$ cat src/rtl/act_pkg.sv
// register map, field layout and carrier types of the advanced control timer
package act_pkg;
  localparam int          ACT_ADDR_W    = 8;
  localparam int          ACT_CNT_W     = 16;
  localparam int          ACT_NCH       = 4;
  localparam int          ACT_NCOMP     = 3;
  localparam int          ACT_DT_W      = 8;
  localparam int          ACT_EVT_W     = 5;
  localparam logic [7:0]  ACT_OFS_CTRL  = 8'h00;
  localparam logic [7:0]  ACT_OFS_PRESC = 8'h04;
  localparam logic [7:0]  ACT_OFS_RELD  = 8'h08;
  localparam logic [7:0]  ACT_OFS_COUNT = 8'h0C;
  localparam logic [7:0]  ACT_OFS_CHCFG = 8'h10;
  localparam logic [7:0]  ACT_OFS_DEAD  = 8'h14;
  localparam logic [7:0]  ACT_OFS_CMP0  = 8'h20;
  localparam logic [7:0]  ACT_OFS_CMP1  = 8'h24;
  localparam logic [7:0]  ACT_OFS_CMP2  = 8'h28;
  localparam logic [7:0]  ACT_OFS_CMP3  = 8'h2C;
  localparam logic [7:0]  ACT_OFS_STAT  = 8'h30;
  localparam logic [7:0]  ACT_OFS_MASK  = 8'h34;
  localparam logic [7:0]  ACT_OFS_DMAEN = 8'h38;
  localparam logic [15:0] ACT_RST_PRESC = 16'h0000;
  localparam logic [15:0] ACT_RST_RELD  = 16'hFFFF;
  localparam logic [7:0]  ACT_RST_DEAD  = 8'h00;
  // event bit positions: update at 0, channel n at n+1
  localparam int          ACT_EVT_UPD   = 0;
  localparam int          ACT_EVT_CH0   = 1;

  typedef enum logic [1:0] {
    ACT_CNT_UP     = 2'h0,
    ACT_CNT_DOWN   = 2'h1,
    ACT_CNT_CENTER = 2'h2
  } act_cmode_t;

  typedef enum logic [1:0] {
    ACT_CH_CAPTURE = 2'h0,
    ACT_CH_TOGGLE  = 2'h1,
    ACT_CH_PWM     = 2'h2,
    ACT_CH_FORCED  = 2'h3
  } act_chmode_t;

  typedef enum logic [1:0] {
    ACT_DIR_UP   = 2'b01,
    ACT_DIR_DOWN = 2'b10
  } act_dir_t;

  typedef struct packed {
    logic       freeze;
    logic       onePulse;
    act_cmode_t cmode;
    logic       enable;
  } act_ctrl_t;

  typedef struct packed {
    logic        outEn;
    logic        fallEdge;
    act_chmode_t mode;
  } act_chcfg_t;

  typedef struct packed {
    logic [ACT_ADDR_W-1:0] addr;
    logic [31:0]           wdata;
    logic                  wr;
    logic                  rd;
  } act_busreq_t;

  localparam act_ctrl_t ACT_RST_CTRL = '{freeze: 1'b0, onePulse: 1'b0,
                                        cmode: ACT_CNT_UP, enable: 1'b0};
endpackage

$ cat src/rtl/act_dead_time.sv
// complementary output pair with programmable dead time
`timescale 1ns/1ps
module act_dead_time
  import act_pkg::*;
#(
  parameter int DT_W = ACT_DT_W
) (
  input  wire logic            ref_clk,
  input  wire logic            rst,
  input  wire logic            ce,
  input  wire logic            en,
  input  wire logic            refIn,
  input  wire logic [DT_W-1:0] deadTime,
  output logic                 outPos,
  output logic                 outNeg
);
  logic            refSeen;
  logic [DT_W-1:0] gapCnt;

  initial begin
    if (DT_W < 1 || DT_W > 16) $error("act_dead_time: DT_W out of range");
  end

  // both legs low for deadTime+1 cycles after every edge of the reference
  always_ff @(posedge ref_clk or posedge rst) begin
    if (rst) begin
      refSeen <= 1'b0;
      gapCnt  <= '0;
      outPos  <= 1'b0;
      outNeg  <= 1'b0;
    end else if (ce) begin
      if (!en) begin
        refSeen <= refIn;
        gapCnt  <= '0;
        outPos  <= 1'b0;
        outNeg  <= 1'b0;
      end else if (refIn != refSeen) begin
        refSeen <= refIn;
        gapCnt  <= deadTime;
        outPos  <= 1'b0;
        outNeg  <= 1'b0;
      end else if (gapCnt != '0) begin
        gapCnt <= gapCnt - 1'b1;
      end else begin
        outPos <= refSeen;
        outNeg <= ~refSeen;
      end
    end
  end
endmodule

$ cat src/rtl/act_timer.sv
// advanced control timer: prescaler, 16-bit counter, four channels, register port
`timescale 1ns/1ps
module act_timer
  import act_pkg::*;
#(
  parameter int CNT_W = ACT_CNT_W,
  parameter int NCH   = ACT_NCH,
  parameter int DT_W  = ACT_DT_W
) (
  input  wire logic                  ref_clk,
  input  wire logic                  rst,
  input  wire logic                  ce,
  input  wire logic [ACT_ADDR_W-1:0] busAddr,
  input  wire logic [31:0]           busWdata,
  input  wire logic                  busWr,
  input  wire logic                  busRd,
  output logic [31:0]                busRdata,
  input  wire logic                  dbgHalt,
  input  wire logic [NCH-1:0]        chIn,
  output logic [NCH-1:0]             chOut,
  output logic [NCH-1:0]             chOe,
  output logic [ACT_NCOMP-1:0]       chOutN,
  output logic [ACT_NCOMP-1:0]       chOeN,
  output logic                       irq,
  output logic [ACT_EVT_W-1:0]       dmaReq
);
  localparam int EVW = NCH + 1;

  act_busreq_t          bus;
  act_ctrl_t            ctrl;
  act_chcfg_t [NCH-1:0] chCfg;
  logic [CNT_W-1:0]     presc;
  logic [CNT_W-1:0]     prescCnt;
  logic [CNT_W-1:0]     reload;
  logic [CNT_W-1:0]     count;
  logic [CNT_W-1:0]     cmp [NCH];
  logic [DT_W-1:0]      deadTime;
  logic [EVW-1:0]       status;
  logic [EVW-1:0]       mask;
  logic [EVW-1:0]       dmaEn;
  logic [EVW-1:0]       evt;
  logic [NCH-1:0]       syncA;
  logic [NCH-1:0]       syncB;
  logic [NCH-1:0]       syncC;
  logic [NCH-1:0]       capEdge;
  logic [NCH-1:0]       refOut;
  logic [NCH-1:0]       cmpHit;
  act_dir_t             dir;
  act_dir_t             next_dir;
  logic [CNT_W-1:0]     next_count;
  logic                 running;
  logic                 tick;
  logic                 updEvt;
  logic                 lastOut;
  wire logic [ACT_NCOMP-1:0] legPos;
  wire logic [ACT_NCOMP-1:0] legNeg;

  initial begin
    if (CNT_W != ACT_CNT_W) $error("act_timer: CNT_W must be 16");
    if (NCH != ACT_NCH) $error("act_timer: NCH must be 4");
    if (DT_W < 1 || DT_W > 16) $error("act_timer: DT_W out of range");
  end

  // write-one-to-clear with the hardware set winning
  function automatic logic [EVW-1:0] flagNext(input logic [EVW-1:0] cur,
                                              input logic [EVW-1:0] set,
                                              input logic [EVW-1:0] clr);
    flagNext = (cur & ~clr) | set;
  endfunction

  function automatic logic isWrite(input act_busreq_t b, input logic [7:0] ofs);
    isWrite = b.wr && (b.addr == ofs);
  endfunction

  assign bus = '{addr: busAddr, wdata: busWdata, wr: busWr, rd: busRd};

  assign running = ctrl.enable && !(ctrl.freeze && dbgHalt);
  // a lowered divider must not leave the count stranded above it
  assign tick    = running && (prescCnt >= presc);

  // configuration registers
  always_ff @(posedge ref_clk or posedge rst) begin
    if (rst) begin
      presc    <= ACT_RST_PRESC;
      reload   <= ACT_RST_RELD;
      deadTime <= ACT_RST_DEAD;
      chCfg    <= '0;
      mask     <= '0;
      dmaEn    <= '0;
    end else if (ce) begin
      if (isWrite(bus, ACT_OFS_PRESC)) presc <= bus.wdata[CNT_W-1:0];
      if (isWrite(bus, ACT_OFS_RELD)) reload <= bus.wdata[CNT_W-1:0];
      if (isWrite(bus, ACT_OFS_DEAD)) deadTime <= bus.wdata[DT_W-1:0];
      if (isWrite(bus, ACT_OFS_CHCFG)) chCfg <= bus.wdata[4*NCH-1:0];
      if (isWrite(bus, ACT_OFS_MASK)) mask <= bus.wdata[EVW-1:0];
      if (isWrite(bus, ACT_OFS_DMAEN)) dmaEn <= bus.wdata[EVW-1:0];
    end
  end

  // control; one-pulse mode drops the enable at the update event
  always_ff @(posedge ref_clk or posedge rst) begin
    if (rst) begin
      ctrl <= ACT_RST_CTRL;
    end else if (ce) begin
      if (isWrite(bus, ACT_OFS_CTRL)) begin
        ctrl <= act_ctrl_t'(bus.wdata[4:0]);
      end else if (updEvt && ctrl.onePulse) begin
        ctrl.enable <= 1'b0;
      end
    end
  end

  // prescaler
  always_ff @(posedge ref_clk or posedge rst) begin
    if (rst) begin
      prescCnt <= '0;
    end else if (ce) begin
      if (!running) prescCnt <= prescCnt;
      else if (tick) prescCnt <= '0;
      else prescCnt <= prescCnt + 1'b1;
    end
  end

  // next counter value per counting mode
  always_comb begin
    next_count = count;
    next_dir   = dir;
    updEvt     = 1'b0;
    if (tick) begin
      case (ctrl.cmode)
        ACT_CNT_DOWN: begin
          updEvt     = (count == '0);
          next_count = updEvt ? reload : count - 1'b1;
        end
        ACT_CNT_CENTER: begin
          case (dir)
            ACT_DIR_UP: begin
              if (count >= reload) begin
                updEvt     = 1'b1;
                next_dir   = ACT_DIR_DOWN;
                next_count = count - 1'b1;
              end else begin
                next_count = count + 1'b1;
              end
            end
            ACT_DIR_DOWN: begin
              if (count == '0) begin
                updEvt     = 1'b1;
                next_dir   = ACT_DIR_UP;
                next_count = count + 1'b1;
              end else begin
                next_count = count - 1'b1;
              end
            end
            default: next_dir = ACT_DIR_UP;
          endcase
        end
        default: begin
          updEvt     = (count >= reload);
          next_count = updEvt ? '0 : count + 1'b1;
        end
      endcase
    end
  end

  // counter; software write wins over counting
  always_ff @(posedge ref_clk or posedge rst) begin
    if (rst) begin
      count <= '0;
      dir   <= ACT_DIR_UP;
    end else if (ce) begin
      if (isWrite(bus, ACT_OFS_COUNT)) begin
        count <= bus.wdata[CNT_W-1:0];
        dir   <= ACT_DIR_UP;
      end else begin
        count <= next_count;
        dir   <= next_dir;
      end
    end
  end

  // capture pins: two-stage synchroniser, then an edge stage
  always_ff @(posedge ref_clk or posedge rst) begin
    if (rst) begin
      syncA <= '0;
      syncB <= '0;
      syncC <= '0;
    end else if (ce) begin
      syncA <= chIn;
      syncB <= syncA;
      syncC <= syncB;
    end
  end

  always_comb begin
    for (int i = 0; i < NCH; i++) begin
      capEdge[i] = chCfg[i].fallEdge ? (syncC[i] && !syncB[i]) : (!syncC[i] && syncB[i]);
      cmpHit[i]  = tick && (count == cmp[i]);
    end
  end

  // compare registers, loaded by software or by a capture
  always_ff @(posedge ref_clk or posedge rst) begin
    if (rst) begin
      for (int i = 0; i < NCH; i++) cmp[i] <= '0;
    end else if (ce) begin
      for (int i = 0; i < NCH; i++) begin
        if (bus.wr && bus.addr == ACT_OFS_CMP0 + 8'(4 * i)) begin
          cmp[i] <= bus.wdata[CNT_W-1:0];
        end else if (chCfg[i].mode == ACT_CH_CAPTURE && capEdge[i]) begin
          cmp[i] <= count;
        end
      end
    end
  end

  // channel reference waveforms
  always_ff @(posedge ref_clk or posedge rst) begin
    if (rst) begin
      refOut <= '0;
    end else if (ce) begin
      for (int i = 0; i < NCH; i++) begin
        case (chCfg[i].mode)
          ACT_CH_TOGGLE: if (cmpHit[i]) refOut[i] <= ~refOut[i];
          ACT_CH_PWM:    refOut[i] <= ctrl.enable && (count < cmp[i]);
          ACT_CH_FORCED: refOut[i] <= 1'b1;
          default:       refOut[i] <= 1'b0;
        endcase
      end
    end
  end

  // events, sticky status, interrupt and DMA requests
  always_comb begin
    evt              = '0;
    evt[ACT_EVT_UPD] = updEvt;
    for (int i = 0; i < NCH; i++) begin
      evt[ACT_EVT_CH0+i] = (chCfg[i].mode == ACT_CH_CAPTURE) ? capEdge[i] : cmpHit[i];
    end
  end

  always_ff @(posedge ref_clk or posedge rst) begin
    if (rst) begin
      status <= '0;
      dmaReq <= '0;
    end else if (ce) begin
      status <= flagNext(status, evt,
                         isWrite(bus, ACT_OFS_STAT) ? bus.wdata[EVW-1:0] : '0);
      dmaReq <= evt & dmaEn;
    end
  end

  assign irq = |(status & mask);

  // register read port, data one cycle after the strobe
  always_ff @(posedge ref_clk or posedge rst) begin
    if (rst) begin
      busRdata <= '0;
    end else if (ce) begin
      busRdata <= '0;
      if (bus.rd) begin
        case (bus.addr)
          ACT_OFS_CTRL:  busRdata <= 32'(ctrl);
          ACT_OFS_PRESC: busRdata <= 32'(presc);
          ACT_OFS_RELD:  busRdata <= 32'(reload);
          ACT_OFS_COUNT: busRdata <= 32'(count);
          ACT_OFS_CHCFG: busRdata <= 32'(chCfg);
          ACT_OFS_DEAD:  busRdata <= 32'(deadTime);
          ACT_OFS_CMP0:  busRdata <= 32'(cmp[0]);
          ACT_OFS_CMP1:  busRdata <= 32'(cmp[1]);
          ACT_OFS_CMP2:  busRdata <= 32'(cmp[2]);
          ACT_OFS_CMP3:  busRdata <= 32'(cmp[3]);
          ACT_OFS_STAT:  busRdata <= 32'(status);
          ACT_OFS_MASK:  busRdata <= 32'(mask);
          ACT_OFS_DMAEN: busRdata <= 32'(dmaEn);
          default:       busRdata <= '0;
        endcase
      end
    end
  end

  // complementary pairs on the three phase channels
  for (genvar g = 0; g < ACT_NCOMP; g++) begin : gPhase
    act_dead_time #(
      .DT_W(DT_W)
    ) uDead (
      .ref_clk (ref_clk),
      .rst     (rst),
      .ce      (ce),
      .en      (chCfg[g].outEn && chCfg[g].mode != ACT_CH_CAPTURE),
      .refIn   (refOut[g]),
      .deadTime(deadTime),
      .outPos  (legPos[g]),
      .outNeg  (legNeg[g])
    );
  end

  always_ff @(posedge ref_clk or posedge rst) begin
    if (rst) begin
      lastOut <= 1'b0;
    end else if (ce) begin
      lastOut <= refOut[NCH-1] && chCfg[NCH-1].outEn;
    end
  end

  assign chOut  = {lastOut, legPos};
  assign chOutN = legNeg;

  always_comb begin
    for (int i = 0; i < NCH; i++) begin
      chOe[i] = chCfg[i].outEn && (chCfg[i].mode != ACT_CH_CAPTURE);
    end
    chOeN = chOe[ACT_NCOMP-1:0];
  end
endmodule

$ cat config.mk
export PLATFORM = sky130hd
export DESIGN_NAME = act_timer
export DESIGN_NICKNAME = d
export VERILOG_FILES = /design/src/rtl/act_pkg.sv /design/src/rtl/act_dead_time.sv /design/src/rtl/act_timer.sv
export SDC_FILE = /design/constraint.sdc
export NUM_CORES = 1
export LEC_CHECK = 0
export BUFFER_PORTS_ARGS = -buffer_cell sky130_fd_sc_hd__buf_2
export CORE_ASPECT_RATIO = 0.5
export CORE_UTILIZATION = 64
export CTS_CLUSTER_SIZE = 12
export DETAILED_ROUTE_END_ITERATION = 8
export PLACE_DENSITY = 0.83
export SKIP_CTS_REPAIR_TIMING = 1
export SLEW_MARGIN = 20
export SYNTH_ARGS = -nofsm -noshare
export SYNTH_HDL_FRONTEND = slang
export SYNTH_SLANG_ARGS = --single-unit
export TNS_END_PERCENT = 20
$ cat constraint.sdc
create_clock -name ref_clk -period 12 [get_ports ref_clk]
set_input_delay 1.2 -clock ref_clk [delete_from_list [all_inputs] [get_ports ref_clk]]
set_output_delay 1.2 -clock ref_clk [all_outputs]
set_load 0.02 [all_outputs]
==> results.md, run 1 <==
* Share of layout cells above drive strength 1 at 13.5%
* Critical Path Sink Type: flip-flop
* Max-cap violations at 0
* Critical Path AT at 4540 ps
* Critical path class: primary input to flip-flop
* Setup TNS at 0 ps
* Post-route ant nets at 0
* Post-synth top cells: dfrtp_1, nand2_1, o21ai_0
* Initial DRC Count at 2162
* Clock root buffer: clkbuf_16
* Power Density at 150 nW/um^2
* Headroom to the max-slew limit at 27.6%
* DR DRC count at 0
* Hold Vio Cnt, Final at 0
* Slew @ Worst Pin at 1080 ps
* Initial core utilization at 66.0%
* RSZ-0062 raised after global routing: no
* Clock buffer depth at 3
* Routed len/inst at 22.1 microns
* Chip height at 114 microns
* Cells after Synth at 1783
* Global-route usage over all layers at 37.4%
* Max Clk Rate at 243 MHz
* CTS tree: yes
* Cell Area, Synth at 16100 sq um
* Slowest stage delay, CP at 920 ps
* Critical path, cell by cell: buf_4 -> nand2_1 -> a21oi_1 -> o21a_1 -> and2_1 -> a21boi_0 -> a21oi_1 -> a31o_2
* N_diodes at 0
* Num CTS Buffers at 24
* Total number of vias at 14200
* # clock sinks at 245
* Number of core rows at 40
* Worst VDD drop at 0.000134 V
* Final Cell Area at 17200 sq um
* Worst min path class: flip-flop to flip-flop
* CP max FO at 15
* TritonRoute pass-1 iters at 7
* Area Overhead vs Synth at 7.06%
* Worst-path cell with the longest stage delay: a21boi_0
* Post-DP HPWL at 32900 microns
* Most frequent cell after synthesis: dfrtp_1
* Vias per cell at 6.63
* Area after DPL at 16500 sq um
* Vias in the first global route at 13200
* Crit start category: primary input
* Setup-failing EPs final at 0
* Worst skew pair latency at 540 ps
* Post-synth EDFFs at 0
* Outcome: finished clean
* Most used DFF post-synth: dfrtp_1
* Synthesis-stage register bit count at 245
* Most used cell, CP: a21oi_1
* Core box area at 24300 sq um
* Pre-CTS setup slack at 7600 ps
* Die extent in x at 226 microns
* Sequential share of the synthesized area at 38.3%
* Leakage at 8.25 nW
* Crit path time final at 4120 ps
* Most area-consuming cells after synthesis: dfrtp_1, ha_1, mux2_2
* Syn avg cell area at 9.01 sq um
* Slew Limit Fails at 0
* Final Power at 2.58 mW
* Synth async-reset ratio at 100%
* Post-synth top area cell: dfrtp_1
* Largest net degree at the start of global routing at 112
* Share of the synthesized area in the top cell type at 35.5%
* Routed wire length at 47500 microns
* Finished Core Util at 70.7%
* Ports at 102
* H-Tree Depth at 1
* Clock transition at path regs at 60 ps
* Port Buf Inserts at 69
* Distinct cell type count after synthesis at 73
* Die area at 25800 sq um
* YS warnings at 0
* Final worst-path cycle share at 34.3%
* CP required at 12420 ps
* Initial antenna violation count at 0
* Nets@finish at 1959
* Final worst slack at 7880 ps
* GPL Wtd Cong at 0.971
* Final Skew at 14.6 ps
* Grt ovf at 0
* First-pass GRT wire length at 74300 microns
flip-flops by register name (all words and copies together), names as in the netlist, 5 cells and up:
register             cells
deadTime                 8
cmp                     64
prescCnt                16
mask                     5
presc                   16
chCfg                   16
busRdata                16
reload                  16
gPhase.uDead.gapCnt     24
status                   5
dmaReq                   5
ctrl                     5
count                   16
dmaEn                    5
critical path: cells and delay by family:
kind	cells	cell delay [ps]
simple gates	2	850
compound gates	5	2260
buf+inv	1	230
area by class of cell:
cell class                 count  area, sq um
clock buffer                  44          707
fill                        1881         7130
inverter                     154          586
multi-input combinational   1281         8840
sequential                   245         6150
tap                          336          420
timing repair buffer          87          483
layout by cell type, fill, tap and decap left out, types with 39 or more instances in the layout:
cell	instances
a21oi_1	74
mux2i_1	67
nor3_1	39
buf_2	68
nand3_1	42
nand2_1	187
a22oi_1	64
inv_1	152
dfrtp_1	228
o21ai_0	175
nor2_1	95
mux2_2	85
ha_1	116
layer usage:
layer  vias to the layer above  track usage (%)  wire (microns)
met2                       952             55.1           19900
met1                      6751             53.0           19500
li1                       6367                -               -
met4                         0             14.0            1820
met5                         -                0               0
met3                       159             10.0            6230
stage by stage:
stage	instances	hold slack, ps
global route	2147	517
detailed placement	2103	468
CTS	2147	481
finish	2147	481
floorplan	1798	448
global placement	2103	462
kinds of logic after synthesis:
| family | Yosys count | synth area share (%) |
|---|---|---|
| other | 1 | 0.0234 |
| buffers and inverters | 272 | 7.26 |
| AND/OR/NAND/NOR | 504 | 15.3 |
| flip-flops | 245 | 38.3 |
| AO/OA/AOI/OAI | 463 | 18.3 |
| multiplexers | 152 | 10.1 |
| adder cells (fa/ha/maj) | 116 | 9.04 |
| XOR/XNOR | 30 | 1.64 |
worst paths after layout:
kind / from / end / slack (ps) / cells after the start
max in group asynchronous: rst / cmp[3] / 8930 / 4
min in group asynchronous: rst / gPhase[1].uDead.gapCnt[4] / 800 / 2
worst max register to register: count[0] / count[8] / 8030 / 10
worst min register to register: gPhase[0].uDead.gapCnt[1] / gPhase[0].uDead.gapCnt[1] / 480 / 2
worst max-delay path: ce / ctrl[0] / 7880 / 8
worst min-delay path: gPhase[0].uDead.gapCnt[1] / gPhase[0].uDead.gapCnt[1] / 480 / 2
report_power, final:
group,internal [mW],switching [mW]
Combinational,0.312,0.449
Sequential,0.928,0.167
Clock,0.394,0.329
(Power assumes the default switching activity.)
==> inputs of run 2 (changes only) <==
--- a/config.mk
+++ b/config.mk
@@ -7,10 +7,10 @@
 export LEC_CHECK = 0
 export BUFFER_PORTS_ARGS = -buffer_cell sky130_fd_sc_hd__buf_2
 export CORE_ASPECT_RATIO = 0.5
-export CORE_UTILIZATION = 64
+export CORE_UTILIZATION = 56
 export CTS_CLUSTER_SIZE = 12
 export DETAILED_ROUTE_END_ITERATION = 8
-export PLACE_DENSITY = 0.83
+export PLACE_DENSITY = 0.77
 export SKIP_CTS_REPAIR_TIMING = 1
 export SLEW_MARGIN = 20
 export SYNTH_ARGS = -nofsm -noshare
==> constraint.sdc (replaced) <==
create_clock -name ref_clk -period 3.75 [get_ports ref_clk]
set_input_delay 0.375 -clock ref_clk [delete_from_list [all_inputs] [get_ports ref_clk]]
set_output_delay 0.375 -clock ref_clk [all_outputs]
set_load 0.02 [all_outputs]
==> run 2 against run 1 <==
Effect of this change: the run now ends with hold timing left; die area up 14%; critical path depth is 1 higher; first-iteration DRC count shrank 14%; combinational power grew to 3.5 times the previous value; flip-flop and latch count unchanged; clock power increased to 3.3 times the previous value; register-to-register slack lost 7500 ps; sequential share of layout area is 0.60 points lower; non-clock buffer count up 28; clock skew fell by 4.9 ps; via count decreased by 0.45%; critical path type is now flip-flop to flip-flop; highest routed layer unchanged.
==> results.md, run 2 (synthesis gave the netlist of run 1 again) <==
* Final worst slack at 573 ps (was 7880 ps)
* Post-DP HPWL at 33900 microns (was 32900 microns)
* Headroom to the max-slew limit at 40.1% (was 27.6%)
* Worst path top cell family by delay: simple AND/OR/NAND/NOR gates (was compound AO/OA/AOI/OAI gates)
* Core box area at 27900 sq um (was 24300 sq um)
* Worst-path cell with the longest stage delay: and2_1 (was a21boi_0)
* Max Clk Rate at 315 MHz
* Post-route ant nets at 0 (unchanged)
* Worst VDD drop at 0.000254 V (was 0.000134 V)
* Initial core utilization at 57.5% (was 66.0%)
* DR DRC count at 0 (unchanged)
* Max-cap violations at 0 (unchanged)
* Slew Limit Fails at 0 (unchanged)
* Final worst-path cycle share at 84.7%
* Setup TNS at 0 ps (unchanged)
* Vias per cell at 6.38 (was 6.63)
* Max FFs per register at 64 (unchanged)
* WP buf/inv at 1 (unchanged)
* Commonest non-fill, non-tap cell in the layout: dfrtp_1 (unchanged)
* Grt ovf at 0 (unchanged)
* Nets@finish at 1988 (was 1959)
* Crit start category: flip-flop (was primary input)
* Routed wire length at 48200 microns (was 47500 microns)
* Slew @ Worst Pin at 897 ps (was 1080 ps)
* Inst Count DP at 2177 (was 2103)
* R2R Path Start: prescCnt[13] (was count[0])
* Power Density at 479 nW/um^2 (was 150 nW/um^2)
* Ports at 102 (unchanged)
* First-pass GRT wire length at 74100 microns (was 74300 microns)
* RR Endpoint: count[3] (was count[8])
* Routed len/inst at 21.7 microns (was 22.1 microns)
* Leakage at 8.41 nW (was 8.25 nW)
* Global-route usage over all layers at 33.0% (was 37.4%)
* RSZ-0062 raised after global routing: no (unchanged)
* Hold Vio Cnt, Final at 8 (was 0)
* Pre-CTS setup slack at 627 ps (was 7600 ps)
* Critical Path AT at 3580 ps (was 4540 ps)
* Worst setup path start: prescCnt[13] (was ce)
* Critical Path Sink Type: flip-flop (unchanged)
* Largest register by flop count: cmp (unchanged)
* Largest registers: cmp: 64 flops, gPhase.uDead.gapCnt: 24 flops (unchanged)
* R2R Setup Slk at 570 ps (was 8030 ps)
* Outcome: finished with violations (was finished clean)
* # clock sinks at 245 (unchanged)
* Final std cells w/o fill at 2221 (was 2147)
* Total number of vias at 14200 (about the same)
* Die area at 29400 sq um (was 25800 sq um)
* Failing checks: hold timing
* GPL Wtd Cong at 0.962 (was 0.971)
* TritonRoute pass-1 iters at 6 (was 7)
* CP required at 4150 ps (was 12420 ps)
* Worst skew pair latency at 540 ps (about the same)
* Setup-failing EPs final at 0 (unchanged)
* Die extent in x at 241 microns (was 226 microns)
* Port Buf Inserts at 69 (unchanged)
* Chip height at 122 microns (was 114 microns)
* Crit path depth at 9 (was 8)
* Number of core rows at 43 (was 40)
* FF-to-FF path depth at 9 (was 10)
* Clock root buffer: clkbuf_16 (unchanged)
* H-Tree Depth at 1 (unchanged)
* CTS tree: yes (unchanged)
* Critical path, cell by cell: ha_1 -> a21oi_1 -> o21ai_0 -> inv_1 -> o211ai_1 -> and2_1 -> nand3_1 -> a2111oi_0 -> nor3_1 (was buf_4 -> nand2_1 -> a21oi_1 -> o21a_1 -> and2_1 -> a21boi_0 -> a21oi_1 -> a31o_2)
* Clock buffer depth at 3 (unchanged)
* Most frequent cells in the layout: dfrtp_1, nand2_1, o21ai_0 (unchanged)
* N_diodes at 0 (unchanged)
* Worst hold slack at -14.5 ps (was 481 ps)
* Slowest stage delay, CP at 620 ps (was 920 ps)
* Vias in the first global route at 13100 (was 13200)
* Crit path time final at 3180 ps
* Layout fillers at 2319 (was 1881)
* Share of layout cells above drive strength 1 at 14.9% (was 13.5%)
* Worst min path class: primary input to asynchronous set/reset pin (was flip-flop to flip-flop)
* Num CTS Buffers at 25 (was 24)
* Clock transition at path regs at 70 ps (was 60 ps)
* Final Skew at 9.76 ps (was 14.6 ps)
* Largest net degree at the start of global routing at 146 (was 112)
* Critical path class: flip-flop to flip-flop (was primary input to flip-flop)
* Initial antenna violation count at 1 (was 0)
* Initial DRC Count at 1860 (was 2162)
* CP endpoint: count[3] (was ctrl[0])
* CP max FO at 15 (unchanged)
* Area Overhead vs Synth at 8.89% (was 7.06%)
## run 2: cell types whose count changed in the layout (fill, tap and decap cells not counted), moves of 2 or more
cell	change
o21ai_4	-4
buf_4	+26
clkbuf_1	-3
buf_12	+2
o21ai_2	+4
## run 2: metrics by stage
| stage | total power, mW | utilization (%) | cell area, sq um |
|---|---|---|---|
| after floorplan | 5.15 | - | 16100 |
| after global placement | 5.82 | 60.0 | 16700 |
| after detailed placement | 5.91 | 60.0 | 16700 |
| after CTS | 8.32 | 62.6 | 17500 |
| after global routing | 8.87 | 62.6 | 17500 |
| final | 8.38 | 62.6 | 17500 |
## run 2: report_power, final
group / switching, mW / total (mW) / leakage (nW) / internal (mW)
Clock: 1.07 / 2.42 / 0.358 / 1.35
Combinational: 1.60 / 2.66 / 4.86 / 1.06
Sequential: 0.328 / 3.30 / 3.20 / 2.97
## run 2: worst reg2reg max path, stage by stage, from the launching register on
cell and delay (ps):
dfrtp_1 430, ha_1 330, a21oi_1 70, o21ai_0 370, inv_1 90, o211ai_1 120, and2_1 620, nand3_1 470
a2111oi_0 430, nor3_1 110
## run 2: per-layer routing
layer	vias to the layer above	routed length, microns	GRT usage, %
li1	6408	-	-
met2	739	20900	49.4
met5	-	0	0
met4	0	1580	10.9
met1	6899	20600	46.4
met3	119	5150	8.50
## run 2: worst min path at each step
stage                                    startpoint                   endpoint  cells after the start
after CTS                                       rst     gPhase[1].uDead.outNeg                      3
after detailed placement  gPhase[0].uDead.gapCnt[1]  gPhase[0].uDead.gapCnt[1]                      2
after floorplan           gPhase[1].uDead.gapCnt[1]  gPhase[1].uDead.gapCnt[1]                      2
after global routing                            rst     gPhase[1].uDead.outNeg                      3
final                                           rst  gPhase[1].uDead.gapCnt[3]                      3
after global placement    gPhase[0].uDead.gapCnt[1]  gPhase[0].uDead.gapCnt[1]                      2
## run 2: layout make-up
cell class | count | area [sq um] | share of cell area [%]
flip-flops and latches | 245 | 6150 | 35.2
multi-input cells | 1281 | 8810 | 50.4
repair buffers | 115 | 718 | 4.11
well taps | 382 | 478 | 2.73
inverters | 154 | 582 | 3.33
clock inverters | 2 | 35.0 | 0.200
clock buffers | 42 | 709 | 4.06
